--- config.mk ---
export PLATFORM = sky130hd
export DESIGN_NAME = flic_top
export DESIGN_NICKNAME = d
export VERILOG_FILES = /design/src/logic/flic_pkg.sv /design/src/logic/flic_flag_bank.sv /design/src/logic/flic_prio_pick.sv /design/src/logic/flic_top.sv
export VERILOG_INCLUDE_DIRS = /design/src /design/src/logic
export SDC_FILE = /design/constraint.sdc
export NUM_CORES = 1
export LEC_CHECK = 0
export BUFFER_PORTS_ARGS = -buffer_cell sky130_fd_sc_hd__buf_2
export CAP_MARGIN = 20
export CORE_MARGIN = 4
export CORE_UTILIZATION = 40
export DETAILED_ROUTE_END_ITERATION = 12
export GPL_ROUTABILITY_DRIVEN = 0
export HOLD_SLACK_MARGIN = 0.08
export PLACE_DENSITY = 0.64
export SETUP_SLACK_MARGIN = 0.1
export SYNTH_ARGS = -nofsm -noshare
export SYNTH_HDL_FRONTEND = slang
export SYNTH_SLANG_ARGS = --single-unit
export TNS_END_PERCENT = 30
--- constraint.sdc ---
create_clock -name clk_sys -period 33.4 [get_ports clk_sys]
set_input_delay 6.68 -clock clk_sys [delete_from_list [all_inputs] [get_ports clk_sys]]
set_output_delay 6.68 -clock clk_sys [all_outputs]
set_load 0.01 [all_outputs]
--- src/logic/flic_defines.svh ---
// Register offsets, field positions and reset values of the interrupt controller
`ifndef FLIC_DEFINES_SVH
`define FLIC_DEFINES_SVH

`define FLIC_ADDR_IEN_PRI 8'ha8
`define FLIC_ADDR_IEN_SEC 8'he8
`define FLIC_ADDR_PRIO_LO0 8'hb8
`define FLIC_ADDR_PRIO_HI0 8'hb7
`define FLIC_ADDR_PRIO_LO1 8'hf8
`define FLIC_ADDR_PRIO_HI1 8'hf7
`define FLIC_ADDR_FLAG_A 8'hc0
`define FLIC_ADDR_FLAG_B 8'hc1
`define FLIC_ADDR_FLAG_C 8'hc2
`define FLIC_ADDR_INSVC 8'hc3

`define FLIC_REG_RST 8'h00
`define FLIC_RD_ZERO 8'h00
`define FLIC_GLOBAL_BIT 7
`define FLIC_NUM_SRC 15
`define FLIC_NUM_LVL 4

// Flag group A
`define FLIC_FA_EXT0 0
`define FLIC_FA_T0 1
`define FLIC_FA_EXT1 2
`define FLIC_FA_T1 3
`define FLIC_FA_RX 4
`define FLIC_FA_TX 5
`define FLIC_FA_I2C 6
`define FLIC_FA_ADC 7
`define FLIC_FA_SET_OK 8'h7f
// Flag group B and C
`define FLIC_FB_CAP_LSB 0
`define FLIC_FB_CMP_LSB 4
`define FLIC_FC_BYTE_OV 0
`define FLIC_FC_FULL_OV 1
`define FLIC_FB_SET_OK 7'h7f
`define FLIC_FC_SET_OK 2'h3

`define FLIC_BYTE_MAX 8'hff
`define FLIC_BYTE_ZERO 8'h00
`define FLIC_WORD_MAX 16'hffff
`define FLIC_WORD_ZERO 16'h0000

`endif

--- src/logic/flic_pkg.sv ---
// Types shared by the interrupt controller modules
`default_nettype none
package flic_pkg;
   typedef logic [1:0] flic_level_t;
   typedef logic [3:0] flic_src_t;
   typedef logic [7:0] flic_byte_t;

   typedef struct packed {
      logic valid;
      flic_level_t level;
      flic_src_t source;
   } flic_grant_s;

   typedef struct packed {
      logic [15:0] count;
      logic [15:0] cmp0;
      logic [15:0] cmp1;
      logic [15:0] cmp2;
      logic [3:0] capture;
   } flic_t2_s;

   typedef struct packed {
      logic ack;
      logic ret;
   } flic_core_s;
endpackage : flic_pkg
`default_nettype wire

--- src/logic/flic_flag_bank.sv ---
// Request flags with hardware set and software write, set winning
`default_nettype none
`include "flic_defines.svh"
module flic_flag_bank #(
   parameter int W = 8,
   parameter logic [W-1:0] SET_OK = '1
) (
   // Clock and reset
   input wire logic clk_sys,
   input wire logic rst_b,
   // Hardware events and software access
   input wire logic [W-1:0] hw_set,
   input wire logic sw_wr,
   input wire logic [W-1:0] sw_data,
   // Flags
   output logic [W-1:0] flags
);
   logic [W-1:0] flag_next;

   genvar i;
   generate
      for (i = 0; i < W; i++) begin : g_bit
         // A bit that software may not set only takes a written zero
         wire sw_bit = SET_OK[i] ? sw_data[i] : (sw_data[i] & flags[i]);
         assign flag_next[i] = hw_set[i] | (sw_wr ? sw_bit : flags[i]);
      end
   endgenerate

   always_ff @(posedge clk_sys or negedge rst_b) begin
      if (!rst_b) begin
         flags <= '0;
      end else begin
         flags <= flag_next;
      end
   end
endmodule : flic_flag_bank
`default_nettype wire

--- src/logic/flic_prio_pick.sv ---
// Picks the highest-level pending source, lowest index on a tie
`default_nettype none
`include "flic_defines.svh"
module flic_prio_pick (
   // Pending requests and their priority bits
   input wire logic [`FLIC_NUM_SRC-1:0] req,
   input wire logic [`FLIC_NUM_SRC-1:0] prio_hi,
   input wire logic [`FLIC_NUM_SRC-1:0] prio_lo,
   // Winner
   output flic_pkg::flic_grant_s grant
);
   import flic_pkg::*;

   always_comb begin
      flic_level_t lvl;
      lvl = '0;
      grant = '0;
      for (int i = 0; i < `FLIC_NUM_SRC; i++) begin
         lvl = {prio_hi[i], prio_lo[i]};
         // Strict compare keeps the earliest index among equals
         if (req[i] && (!grant.valid || lvl > grant.level)) begin
            grant.valid = 1'b1;
            grant.level = lvl;
            grant.source = 4'(i);
         end
      end
   end
endmodule : flic_prio_pick
`default_nettype wire

--- src/logic/flic_top.sv ---
// Fifteen-source, four-level nested interrupt controller
//
// Strobed register access was left to the implementer.
`default_nettype none
`include "flic_defines.svh"
// How it works
// - Fifteen sources, each given one of four priority levels.
// - Two external pins, timer 0, timer 1, UART as OR of rx/tx done.
// - The capture/compare timer gives four capture, three compare, one overflow request.
// - Each capture flag is set by an edge on its capture input.
// - Each compare flag is set when a fresh timer count equals its compare register.
// - Low byte wrap sets byte overflow; full wrap sets full overflow.
// - Timer flags are never cleared by hardware; software clears them.
// - Converter-done flag makes the ADC request; only software clears it.
// - Software may clear the converter-done flag; writing one does nothing.
// - The I2C flag is set when a valid status code is loaded.
// - All other flags are software writable, same effect as hardware.
// - Each source has an enable bit; cleared bit blocks its request.
// - Top bit of the primary enable register is the global enable.
// - Primary bits 6..0 enable ADC, I2C, UART, timer1, ext1, timer0, ext0.
// - Level is high-priority bit over low-priority bit; 11 is highest.
// - A request waits while an equal or higher level is in service.
// - A higher level preempts; the preempted service resumes afterwards.
// - Secondary bits: 7 overflow, 6..4 compare 2..0, 3..0 capture 3..0.
// - An enable bit at zero disables its source, at one enables it.
module flic_top (
   // Clock and reset
   input wire logic clk_sys,
   input wire logic rst_b,
   // Register port
   input wire logic [7:0] reg_addr,
   input wire logic [7:0] reg_wdata,
   input wire logic reg_wr,
   input wire logic reg_rd,
   output logic [7:0] reg_rdata,
   // Standard sources
   input wire logic ext_irq_pin0,
   input wire logic ext_irq_pin1,
   input wire logic timer0_overflow,
   input wire logic timer1_overflow,
   input wire logic uart_rx_done,
   input wire logic uart_tx_done,
   input wire logic i2c_status_load,
   input wire logic i2c_status_valid,
   input wire logic converter_result_ready,
   // Capture/compare timer
   input wire flic_pkg::flic_t2_s t2_in,
   // Processor core
   input wire flic_pkg::flic_core_s core_in,
   output flic_pkg::flic_grant_s core_req,
   output logic [3:0] in_service
);
   import flic_pkg::*;

   // Register state
   flic_byte_t ien_pri_reg;
   flic_byte_t ien_sec_reg;
   flic_byte_t prio_lo0_reg;
   flic_byte_t prio_hi0_reg;
   flic_byte_t prio_lo1_reg;
   flic_byte_t prio_hi1_reg;
   flic_byte_t rdata_reg;
   flic_byte_t rdata_next;
   logic [3:0] in_svc_reg;
   logic [3:0] in_svc_next;
   flic_grant_s grant_reg;
   flic_grant_s grant_next;

   // Edge and wrap history
   logic ext0_prev_reg;
   logic ext1_prev_reg;
   logic [3:0] cap_prev_reg;
   logic [15:0] count_prev_reg;

   // Flags
   logic [7:0] flag_a;
   logic [6:0] flag_b;
   logic [1:0] flag_c;

   // Highest level now in service
   function automatic flic_level_t top_level(input logic [3:0] svc);
      top_level = '0;
      for (int l = 0; l < `FLIC_NUM_LVL; l++) begin
         if (svc[l]) begin
            top_level = 2'(l);
         end
      end
   endfunction : top_level

   function automatic logic [3:0] level_bit(input flic_level_t lvl);
      level_bit = 4'h1 << lvl;
   endfunction : level_bit

   // Address decode
   wire sel_ien_pri = reg_addr == `FLIC_ADDR_IEN_PRI;
   wire sel_ien_sec = reg_addr == `FLIC_ADDR_IEN_SEC;
   wire sel_lo0 = reg_addr == `FLIC_ADDR_PRIO_LO0;
   wire sel_hi0 = reg_addr == `FLIC_ADDR_PRIO_HI0;
   wire sel_lo1 = reg_addr == `FLIC_ADDR_PRIO_LO1;
   wire sel_hi1 = reg_addr == `FLIC_ADDR_PRIO_HI1;
   wire sel_fa = reg_addr == `FLIC_ADDR_FLAG_A;
   wire sel_fb = reg_addr == `FLIC_ADDR_FLAG_B;
   wire sel_fc = reg_addr == `FLIC_ADDR_FLAG_C;
   wire sel_svc = reg_addr == `FLIC_ADDR_INSVC;

   wire wr_fa = reg_wr & sel_fa;
   wire wr_fb = reg_wr & sel_fb;
   wire wr_fc = reg_wr & sel_fc;

   // Hardware event detection
   wire ext0_edge = ext_irq_pin0 & ~ext0_prev_reg;
   wire ext1_edge = ext_irq_pin1 & ~ext1_prev_reg;
   wire [3:0] cap_edge = t2_in.capture & ~cap_prev_reg;
   // Compare only on a fresh count, so a cleared flag stays clear while the timer rests
   wire count_moved = t2_in.count != count_prev_reg;
   wire [2:0] cmp_hit;
   assign cmp_hit[0] = count_moved & (t2_in.count == t2_in.cmp0);
   assign cmp_hit[1] = count_moved & (t2_in.count == t2_in.cmp1);
   assign cmp_hit[2] = count_moved & (t2_in.count == t2_in.cmp2);
   wire byte_wrap = (count_prev_reg[7:0] == `FLIC_BYTE_MAX)
      & (t2_in.count[7:0] == `FLIC_BYTE_ZERO);
   wire word_wrap = (count_prev_reg == `FLIC_WORD_MAX)
      & (t2_in.count == `FLIC_WORD_ZERO);

   wire [7:0] set_a;
   assign set_a[`FLIC_FA_EXT0] = ext0_edge;
   assign set_a[`FLIC_FA_T0] = timer0_overflow;
   assign set_a[`FLIC_FA_EXT1] = ext1_edge;
   assign set_a[`FLIC_FA_T1] = timer1_overflow;
   assign set_a[`FLIC_FA_RX] = uart_rx_done;
   assign set_a[`FLIC_FA_TX] = uart_tx_done;
   assign set_a[`FLIC_FA_I2C] = i2c_status_load & i2c_status_valid;
   assign set_a[`FLIC_FA_ADC] = converter_result_ready;

   wire [6:0] set_b = {cmp_hit, cap_edge};
   wire [1:0] set_c;
   assign set_c[`FLIC_FC_BYTE_OV] = byte_wrap;
   assign set_c[`FLIC_FC_FULL_OV] = word_wrap;

   flic_flag_bank #(
      .W(8),
      .SET_OK(`FLIC_FA_SET_OK)
   ) u_flags_a (
      .clk_sys(clk_sys),
      .rst_b(rst_b),
      .hw_set(set_a),
      .sw_wr(wr_fa),
      .sw_data(reg_wdata),
      .flags(flag_a)
   );

   flic_flag_bank #(
      .W(7),
      .SET_OK(`FLIC_FB_SET_OK)
   ) u_flags_b (
      .clk_sys(clk_sys),
      .rst_b(rst_b),
      .hw_set(set_b),
      .sw_wr(wr_fb),
      .sw_data(reg_wdata[6:0]),
      .flags(flag_b)
   );

   flic_flag_bank #(
      .W(2),
      .SET_OK(`FLIC_FC_SET_OK)
   ) u_flags_c (
      .clk_sys(clk_sys),
      .rst_b(rst_b),
      .hw_set(set_c),
      .sw_wr(wr_fc),
      .sw_data(reg_wdata[1:0]),
      .flags(flag_c)
   );

   // Source requests, in polling order
   wire uart_req = flag_a[`FLIC_FA_RX] | flag_a[`FLIC_FA_TX];
   wire ovf_req = flag_c[`FLIC_FC_BYTE_OV] | flag_c[`FLIC_FC_FULL_OV];
   wire [3:0] cap_req = flag_b[`FLIC_FB_CAP_LSB +: 4];
   wire [2:0] cmp_req = flag_b[`FLIC_FB_CMP_LSB +: 3];
   wire [`FLIC_NUM_SRC-1:0] src_req = {
      ovf_req,
      cmp_req,
      cap_req,
      flag_a[`FLIC_FA_ADC],
      flag_a[`FLIC_FA_I2C],
      uart_req,
      flag_a[`FLIC_FA_T1],
      flag_a[`FLIC_FA_EXT1],
      flag_a[`FLIC_FA_T0],
      flag_a[`FLIC_FA_EXT0]
   };

   // Enable and priority vectors share the source order
   wire global_irq_enable = ien_pri_reg[`FLIC_GLOBAL_BIT];
   wire [`FLIC_NUM_SRC-1:0] src_enable = {ien_sec_reg, ien_pri_reg[6:0]};
   wire [`FLIC_NUM_SRC-1:0] prio_lo = {prio_lo1_reg, prio_lo0_reg[6:0]};
   wire [`FLIC_NUM_SRC-1:0] prio_hi = {prio_hi1_reg, prio_hi0_reg[6:0]};
   wire [`FLIC_NUM_SRC-1:0] pend = src_req & src_enable
      & {`FLIC_NUM_SRC{global_irq_enable}};

   flic_grant_s win;

   flic_prio_pick u_pick (
      .req(pend),
      .prio_hi(prio_hi),
      .prio_lo(prio_lo),
      .grant(win)
   );

   // Nesting: a winner goes to the core only above the level in service
   wire svc_busy = |in_svc_reg;
   wire [1:0] svc_level = top_level(in_svc_reg);
   wire may_preempt = win.valid & (!svc_busy | (win.level > svc_level));

   always_comb begin
      grant_next = win;
      grant_next.valid = may_preempt;
   end

   // Return pops the top level first, so the stopped level becomes current again
   wire [3:0] svc_popped = core_in.ret
      ? (in_svc_reg & ~level_bit(svc_level)) : in_svc_reg;
   wire [3:0] svc_pushed = (core_in.ack & grant_reg.valid)
      ? level_bit(grant_reg.level) : 4'h0;
   assign in_svc_next = svc_popped | svc_pushed;

   // Read data
   always_comb begin
      rdata_next = `FLIC_RD_ZERO;
      if (reg_rd) begin
         if (sel_ien_pri) rdata_next = ien_pri_reg;
         if (sel_ien_sec) rdata_next = ien_sec_reg;
         if (sel_lo0) rdata_next = prio_lo0_reg;
         if (sel_hi0) rdata_next = prio_hi0_reg;
         if (sel_lo1) rdata_next = prio_lo1_reg;
         if (sel_hi1) rdata_next = prio_hi1_reg;
         if (sel_fa) rdata_next = flag_a;
         if (sel_fb) rdata_next = {1'b0, flag_b};
         if (sel_fc) rdata_next = {6'h00, flag_c};
         if (sel_svc) rdata_next = {4'h0, in_svc_reg};
      end
   end

   // Control registers
   always_ff @(posedge clk_sys or negedge rst_b) begin
      if (!rst_b) begin
         ien_pri_reg <= `FLIC_REG_RST;
         ien_sec_reg <= `FLIC_REG_RST;
      end else begin
         if (reg_wr & sel_ien_pri) ien_pri_reg <= reg_wdata;
         if (reg_wr & sel_ien_sec) ien_sec_reg <= reg_wdata;
      end
   end

   // Unused top bit of the first group reads as zero
   always_ff @(posedge clk_sys or negedge rst_b) begin
      if (!rst_b) begin
         prio_lo0_reg <= `FLIC_REG_RST;
         prio_hi0_reg <= `FLIC_REG_RST;
         prio_lo1_reg <= `FLIC_REG_RST;
         prio_hi1_reg <= `FLIC_REG_RST;
      end else begin
         if (reg_wr & sel_lo0) prio_lo0_reg <= {1'b0, reg_wdata[6:0]};
         if (reg_wr & sel_hi0) prio_hi0_reg <= {1'b0, reg_wdata[6:0]};
         if (reg_wr & sel_lo1) prio_lo1_reg <= reg_wdata;
         if (reg_wr & sel_hi1) prio_hi1_reg <= reg_wdata;
      end
   end

   always_ff @(posedge clk_sys or negedge rst_b) begin
      if (!rst_b) begin
         ext0_prev_reg <= 1'b0;
         ext1_prev_reg <= 1'b0;
         cap_prev_reg <= 4'h0;
         count_prev_reg <= `FLIC_WORD_ZERO;
      end else begin
         ext0_prev_reg <= ext_irq_pin0;
         ext1_prev_reg <= ext_irq_pin1;
         cap_prev_reg <= t2_in.capture;
         count_prev_reg <= t2_in.count;
      end
   end

   always_ff @(posedge clk_sys or negedge rst_b) begin
      if (!rst_b) begin
         in_svc_reg <= 4'h0;
         grant_reg <= '0;
         rdata_reg <= `FLIC_RD_ZERO;
      end else begin
         in_svc_reg <= in_svc_next;
         grant_reg <= grant_next;
         rdata_reg <= rdata_next;
      end
   end

   assign reg_rdata = rdata_reg;
   assign core_req = grant_reg;
   assign in_service = in_svc_reg;
endmodule : flic_top
`default_nettype wire

# [After elaboration in Yosys (flattened, before gate mapping)]
# Index checks and enable logic that the tools add are counted.
# W data, S select, Z words.
[totals] reg_bits=104 inputBits=99 output_inout_bits=19 wordCells=194
[op_classes] n_lt_le_gt_ge=15 eq_ne=16 n_shift=2 muxes=48 bitwise=49 n_reduce_logical=46
[op_table] cell="$mux W7" count=15
[op_table] cell="$eq A8 B8 Y1 const B" count=11
[op_table] cell="$mux W8" count=11
[op_table] cell="$eq A16 B16 Y1" count=3
[op_table] cell="$and A15 B15 Y15" count=2
[op_table] cell="$gt A2 B2 Y1" count=15
[op_table] cell="$and A1 B1 Y1" count=20
[op_table] cell="$or A1 B1 Y1" count=20
[op_table] cell="$mux W1" count=18
[op_table] cell="$eq A16 B16 Y1 const B" count=1
[op_table] cell="$logic_not A16 Y1" count=1
[op_table] cell="$ne A16 B16 Y1" count=1
[op_table] cell="$logic_not A1 Y1" count=15
[op_table] cell="$logic_and A1 B1 Y1" count=14
[op_table] cell="$logic_or A1 B1 Y1" count=14
[op_table] cell="$and A4 B4 Y4" count=2
[op_table] cell="$logic_not A8 Y1" count=1
[op_table] cell="$mux W4" count=2
[op_table] cell="$not A4 Y4" count=2
[op_table] cell="$shl A1 B2 Y4 const A" count=2
[op_table] cell="$mux W2" count=2
[op_table] cell="$or A4 B4 Y4" count=1
[op_table] cell="$reduce_or A4 Y1" count=1
[op_table] cell="$not A1 Y1" count=2

# [Longest topological paths before layout]
[logic_depth] depth_word=63 mapped_depth=93

# [Modules after synthesis]
# A second synthesis with hierarchy kept.
[unflattened] hier_cells=742 hier_area_um2=7091.8
[modules_own_cells] mod="flic_top" instances=1 cells_each=457 area_each_um2=4797.1 seq_area_each_um2=2177.1
[modules_own_cells] mod="flic_prio_pick" instances=1 cells_each=232 area_each_um2=1567.8 seq_area_each_um2=0.0
[modules_own_cells] mod="flic_flag_bank at u_flags_a" instances=1 cells_each=25 area_each_um2=342.8 seq_area_each_um2=200.2
[modules_own_cells] mod="flic_flag_bank at u_flags_b" instances=1 cells_each=22 area_each_um2=304.0 seq_area_each_um2=175.2
[modules_own_cells] mod="flic_flag_bank at u_flags_c" instances=1 cells_each=6 area_each_um2=80.1 seq_area_each_um2=50.0

# [Least setup slack after synthesis]
# OpenSTA, ideal clock, no wires.
[synth_path] path_type="register to register" startpoint="register ien_pri_reg[0]" endpoint="register grant_reg, in the netlist core_req[6]" setup_ns=0.130 t_arrival_ns=16.782 t_required_ns=33.270 path_slack_ns=16.488 path_stages_with_launch=87 path_buffers=1 synth_period_minus_slack_ns=16.912 cell_sequence="dfrtp_1 nand4_1 ha_1 nor2b_1 o311ai_2 mux2_4 ha_1 nor2b_1 o21ai_0 a211oi_1 a21o_1 ha_1 nor2b_1 a2bb2oi_1 o2111a_1 and2_1 or2_2 ha_1 [51 not listed] nor2_1 nand2_1 o31ai_4 ha_1 nor2_1 maj3_1 o221ai_2 mux2_2 ha_1 nand2_1 o21ai_0 a21oi_1 o21ai_0 ha_1 a21oi_1 a21oi_1 a21oi_1 a21oi_1"
[synth_lines] item="from (decl)" line_no="flic_top.sv:56" rtl="flic_byte_t ien_pri_reg;"
[synth_lines] item="from (signal assigned)" line_no="flic_top.sv:248" rtl="ien_pri_reg <= `FLIC_REG_RST;"
[synth_lines] item="from (signal assigned)" line_no="flic_top.sv:251" rtl="if (reg_wr & sel_ien_pri) ien_pri_reg <= reg_wdata;"
[synth_lines] item="to (signal assigned)" line_no="flic_top.sv:292" rtl="grant_reg <= grant_next;"
[synth_lines] item="to (decl)" line_no="flic_top.sv:66" rtl="flic_grant_s grant_reg;"

# [Worst setup path after layout]
[layout_path] startpoint="register ien_pri_reg[7]" endpoint="register grant_reg, in the netlist core_req[6]"
[layout_via] elab_chain_len=61 word_cells_on_any_way=75
[layout_rtl] item="$and A15 B15 Y15 *" line_no="flic_top.sv:199" rtl="wire [`FLIC_NUM_SRC-1:0] pend = src_req & src_enable"
[layout_rtl] item="$mux W7" line_no="flic_prio_pick.sv:21" rtl="if (req[i] && (!grant.valid || lvl > grant.level)) begin"
[layout_rtl] item="$gt A2 B2 Y1 / $logic_not A1 Y1 (equally long branches)" line_no="flic_prio_pick.sv:21"
[layout_rtl] item="$logic_or A1 B1 Y1" line_no="flic_prio_pick.sv:21"
[layout_rtl] item="$logic_and A1 B1 Y1" line_no="flic_prio_pick.sv:21"
[layout_rtl] item="$mux W7" line_no="flic_prio_pick.sv:21"
[layout_rtl] item="$gt A2 B2 Y1 / $logic_not A1 Y1 (equally long branches)" line_no="flic_prio_pick.sv:21"
[layout_rtl] item="$logic_or A1 B1 Y1" line_no="flic_prio_pick.sv:21"
[layout_rtl] item="[46 not listed]"
[layout_rtl] item="$gt A2 B2 Y1 / $logic_not A1 Y1 (equally long branches)" line_no="flic_prio_pick.sv:21"
[layout_rtl] item="$logic_or A1 B1 Y1" line_no="flic_prio_pick.sv:21"
[layout_rtl] item="$logic_and A1 B1 Y1" line_no="flic_prio_pick.sv:21"
[layout_rtl] item="$mux W7 *" line_no="flic_prio_pick.sv:21"
[layout_rtl] item="$gt A2 B2 Y1" line_no="flic_top.sv:214" rtl="wire may_preempt = win.valid & (!svc_busy | (win.level > svc_level));"
[layout_rtl] item="$or A1 B1 Y1" line_no="flic_top.sv:214"
[layout_rtl] item="$and A1 B1 Y1 *" line_no="flic_top.sv:214"
[layout_rtl] item="net may_preempt" line_no="flic_top.sv:214"
# Mark *: on every way through the listed nets, which the timed path passes. The rest lies on a longest branch.
# A chain may end at the register's enable or synchronous reset.

==> impl_summary.md <==
Clock network
The latest clock arrival within the worst-skew pair is 0.36 ns. The number of buffers inserted by post-CTS setup repair is 0. TritonCTS created 9 clock buffers. The number of gates resized after CTS was 0. Clock-pin slew was measured on the worst setup and hold paths at 0.07 ns. In this run, post-CTS hold repair placed 0 buffers. CTS built an H-tree with a depth of 3.

The TritonCTS sink count is 104. Counting along the longest clock path gives a buffer depth of 2. The clock root buffer is clkbuf_16. TritonCTS built the clock tree.

Min path
The tightest min-delay check is of the reg2reg type.

Critical path
The top fanout value on the critical path is 23. The largest single stage delay on the critical path is 0.77 ns. Broken down by cell family, the worst path's largest delay share belongs to compound AO/OA/AOI/OAI gates. The worst path buffer plus inverter count is 1.

The cell with the most instances on the worst path is ha_1. The kind of critical path is reg2reg. The critical path launch point type is a register. The required time reported for the critical path endpoint is 33.69 ns. For the worst setup path, the data arrival time is 19.41 ns. For this design, the slowest cell found on the critical path is dfrtp_1. The endpoint kind of the worst setup timing path is a register.

Cells and area
The share of final-layout standard cells stronger than drive strength 1 is 25.4%. The number of flip-flops under the largest register name is 16. The filler cell count is 1543. The combined area of the multi-input logic cells is 3640 um2. The count of inserted antenna diode cells is 0. The total area of sequential cells is 2600 um2.

For this run, the post-layout net count is 894. Relative to the synthesized area, the layout overhead comes to 16.5%.

Yosys
The most instantiated flip-flop cell in the synthesis netlist is dfrtp_1. After synthesis, the netlist uses 68 different library cells. Synthesis produced 668 cells. The proportion of register bits with asynchronous set or reset after synthesis is 100%. The number of register bits inferred by synthesis is 104. The average instance area after synthesis is 9.74 um2. The sequential-to-total area share from yosys stat is 40.0%.

The total standard cell area after synthesis is 6500 um2. During synthesis, Yosys emitted a total of 0 warnings. The number of nets in the synthesized netlist is 789. The count of flip-flops with a built-in enable after synthesis is 0.

Place
After legalization and detailed placement, the total HPWL measured 15.2 mm. The quantity of I/O buffers inserted on ports is 117.

Detailed routing
In the routed design, unresolved DRC markers number 0. For this block, the initial DRC count from the detailed router was 434. In the final routed layout, each cell accounts on average for 19.7 um.

The number of detailed-routing iterations run before antenna repair is 7. The routed layout has 5607 vias. Using the TritonRoute via totals, the vias-per-cell ratio works out to 5.64.

The detail route stage leaves a number of antenna-violating nets equal to 0. The sum of routed wire length over all layers is 19.5 mm.

Floorplanning
The x dimension of the die is 136 um. For this configuration, the core starts out at a cell density of 40.9%. The floorplan step set the die height to 136 um. The placement row count is 46.

The overall die area is 18400 um2. 118 I/O pins were placed. The core area is 15900 um2.

Global route
The number of global-route vias before repair came to 5428. The initial antenna violation count is 0. The residual overflow from global routing is 0.

The overall fraction of global-route tracks in use is 21.5%. Entering global routing, the biggest net connects 68 pins. The wire length of the first global-routing pass is 30.2 mm.

Timing
Setup repair after global routing left no endpoint under its margin. The final-report max-slew violation count came to 0. Dividing the final minimum period by the clock period gives 57.3%.

Measured against its own limit, the worst slew margin works out to 44.5%. For the pin with the worst max-slew slack, the measured transition is 0.832 ns. After routing, the total negative slack on setup checks comes to 0 ns. The number of hold violations in the final report is 0. Setup violations remaining at the end of the flow were counted as 0. The setup clock skew after layout is 0.0113 ns. The minimum clock period is 19.12 ns. The maximum clock frequency is 0.0523 GHz.

Power and ir drop
In this run the power density over the cells is 36.3 nW/um2. The leakage power total is 3.55 nW. The design draws 275 uW. The peak ir drop on the vdd network is 30.9 uV.

Flow run
Across the run, the number of max-cap violations was 0.

Status
The run finished with clean final reports.
cells in the mapped netlist, drive strengths merged, types with 4 or more instances:
master,instances,area share [%]
mux2,49,8.5
xnor2,48,6.5
mux2i,9,1.4
nor4bb,8,1.2
nor2b,7,0.67
a21oi,24,1.8
nand2,50,2.9
and2,7,0.67
o311ai,4,0.65
o22ai,5,0.48
nand2b,4,0.38
nor4,9,0.87
nand3,16,1.2
o211ai,4,0.46
nor3,8,0.62
clkbuf,24,1.4
a211oi,8,1.0
o21ai,31,2.4
dfrtp,104,40
a31oi,8,1.1
a21o,7,0.81
and3,14,1.3
a211o,4,0.54
inv,41,2.4
o31ai,6,0.90
nand4,19,1.8
a22oi,15,1.7
nor2,44,2.5
xor2,16,2.2
ha,22,4.2
a222oi,10,1.5
final cells by class:
| class | instances | area share, % |
|---|---|---|
| multi-input combinational | 496 | 48.1 |
| sequential | 104 | 34.4 |
| timing repair buffer | 121 | 8.16 |
| tap | 216 | 3.57 |
| clock buffer | 10 | 3.15 |
| inverter | 41 | 2.03 |
| clock inverter | 6 | 0.628 |
power breakdown:
group | switching, mW | internal [mW]
registers | 0.00536 | 0.130
logic | 0.0192 | 0.0159
clock network | 0.0499 | 0.0537
metrics by stage:
step	hold slack [ns]	util (%)	setup slack (ns)	instances	area [um2]
floorplan	0.400	-	16.49	668	6500
global placement	0.405	45.9	14.86	978	7290
detailed placement	0.417	45.9	14.44	978	7290
CTS	0.426	47.7	14.41	994	7580
global route	0.441	47.7	12.47	994	7580
finish	0.424	47.7	14.28	994	7580
worst reg2reg max path, delay by kind of cell (launching register included):
kind	cells	cell delay, ns
and+or+nand+nor	28	3.63
DFF	1	0.77
buffers and inverters	1	0.07
adders and majority gates	16	4.70
AOI/OAI and AO/OA	40	9.14
muxes	2	0.75
routing by layer:
layer,wire length (um),GRT usage [%],vias to the layer above
met1,8960,29.6,2723
met5,0,0,-
met4,372,6.66,0
met3,1190,4.16,28
li1,-,-,2669
met2,9020,34.5,187
final timing paths:
kind / cells after the start / from / to / slack, ns
setup / recovery: 87 / ien_pri_reg[7] / core_req[6] / 14.28
hold / removal: 1 / ext0_prev_reg / u_flags_a.flags[0] / 0.42
setup reg to reg: 87 / ien_pri_reg[7] / core_req[6] / 14.28
hold reg to reg: 1 / ext0_prev_reg / u_flags_a.flags[0] / 0.42
max in group asynchronous: 2 / rst_b / ien_pri_reg[1] / 25.90
min in group asynchronous: 1 / rst_b / reg_rdata[2] / 6.28
logic make-up after synthesis:
logic type / count (synthesis) / share of synthesized area (%)
compound gates: 155 / 17.6
fa+ha+maj: 25 / 4.69
buf+inv: 68 / 3.94
simple gates: 194 / 15.2
xor+xnor: 64 / 8.62
mux: 58 / 9.93
flops: 104 / 40.0
layout by cell type (no fill, tap or decap), types with 5 or more instances in the layout:
cell type  instances
nand4_1           19
a211oi_1           7
a21oi_1           24
mux2_2            48
and3_1            14
nor4bb_1           8
a222oi_1          10
a31oi_1            6
a22oi_1           15
mux2i_1            9
dfrtp_1          104
and2_1             6
xor2_1            16
nor3_1             8
o21ai_0           31
o31ai_1            5
ha_1              22
inv_1             41
nand2_1           50
nor4_1             9
nor2b_1            7
buf_2            116
buf_4              5
clkbuf_16          9
o22ai_1            5
xnor2_1           48
nor2_1            44
a21o_1             7
nand3_1           16
(Power assumes the default switching activity.)
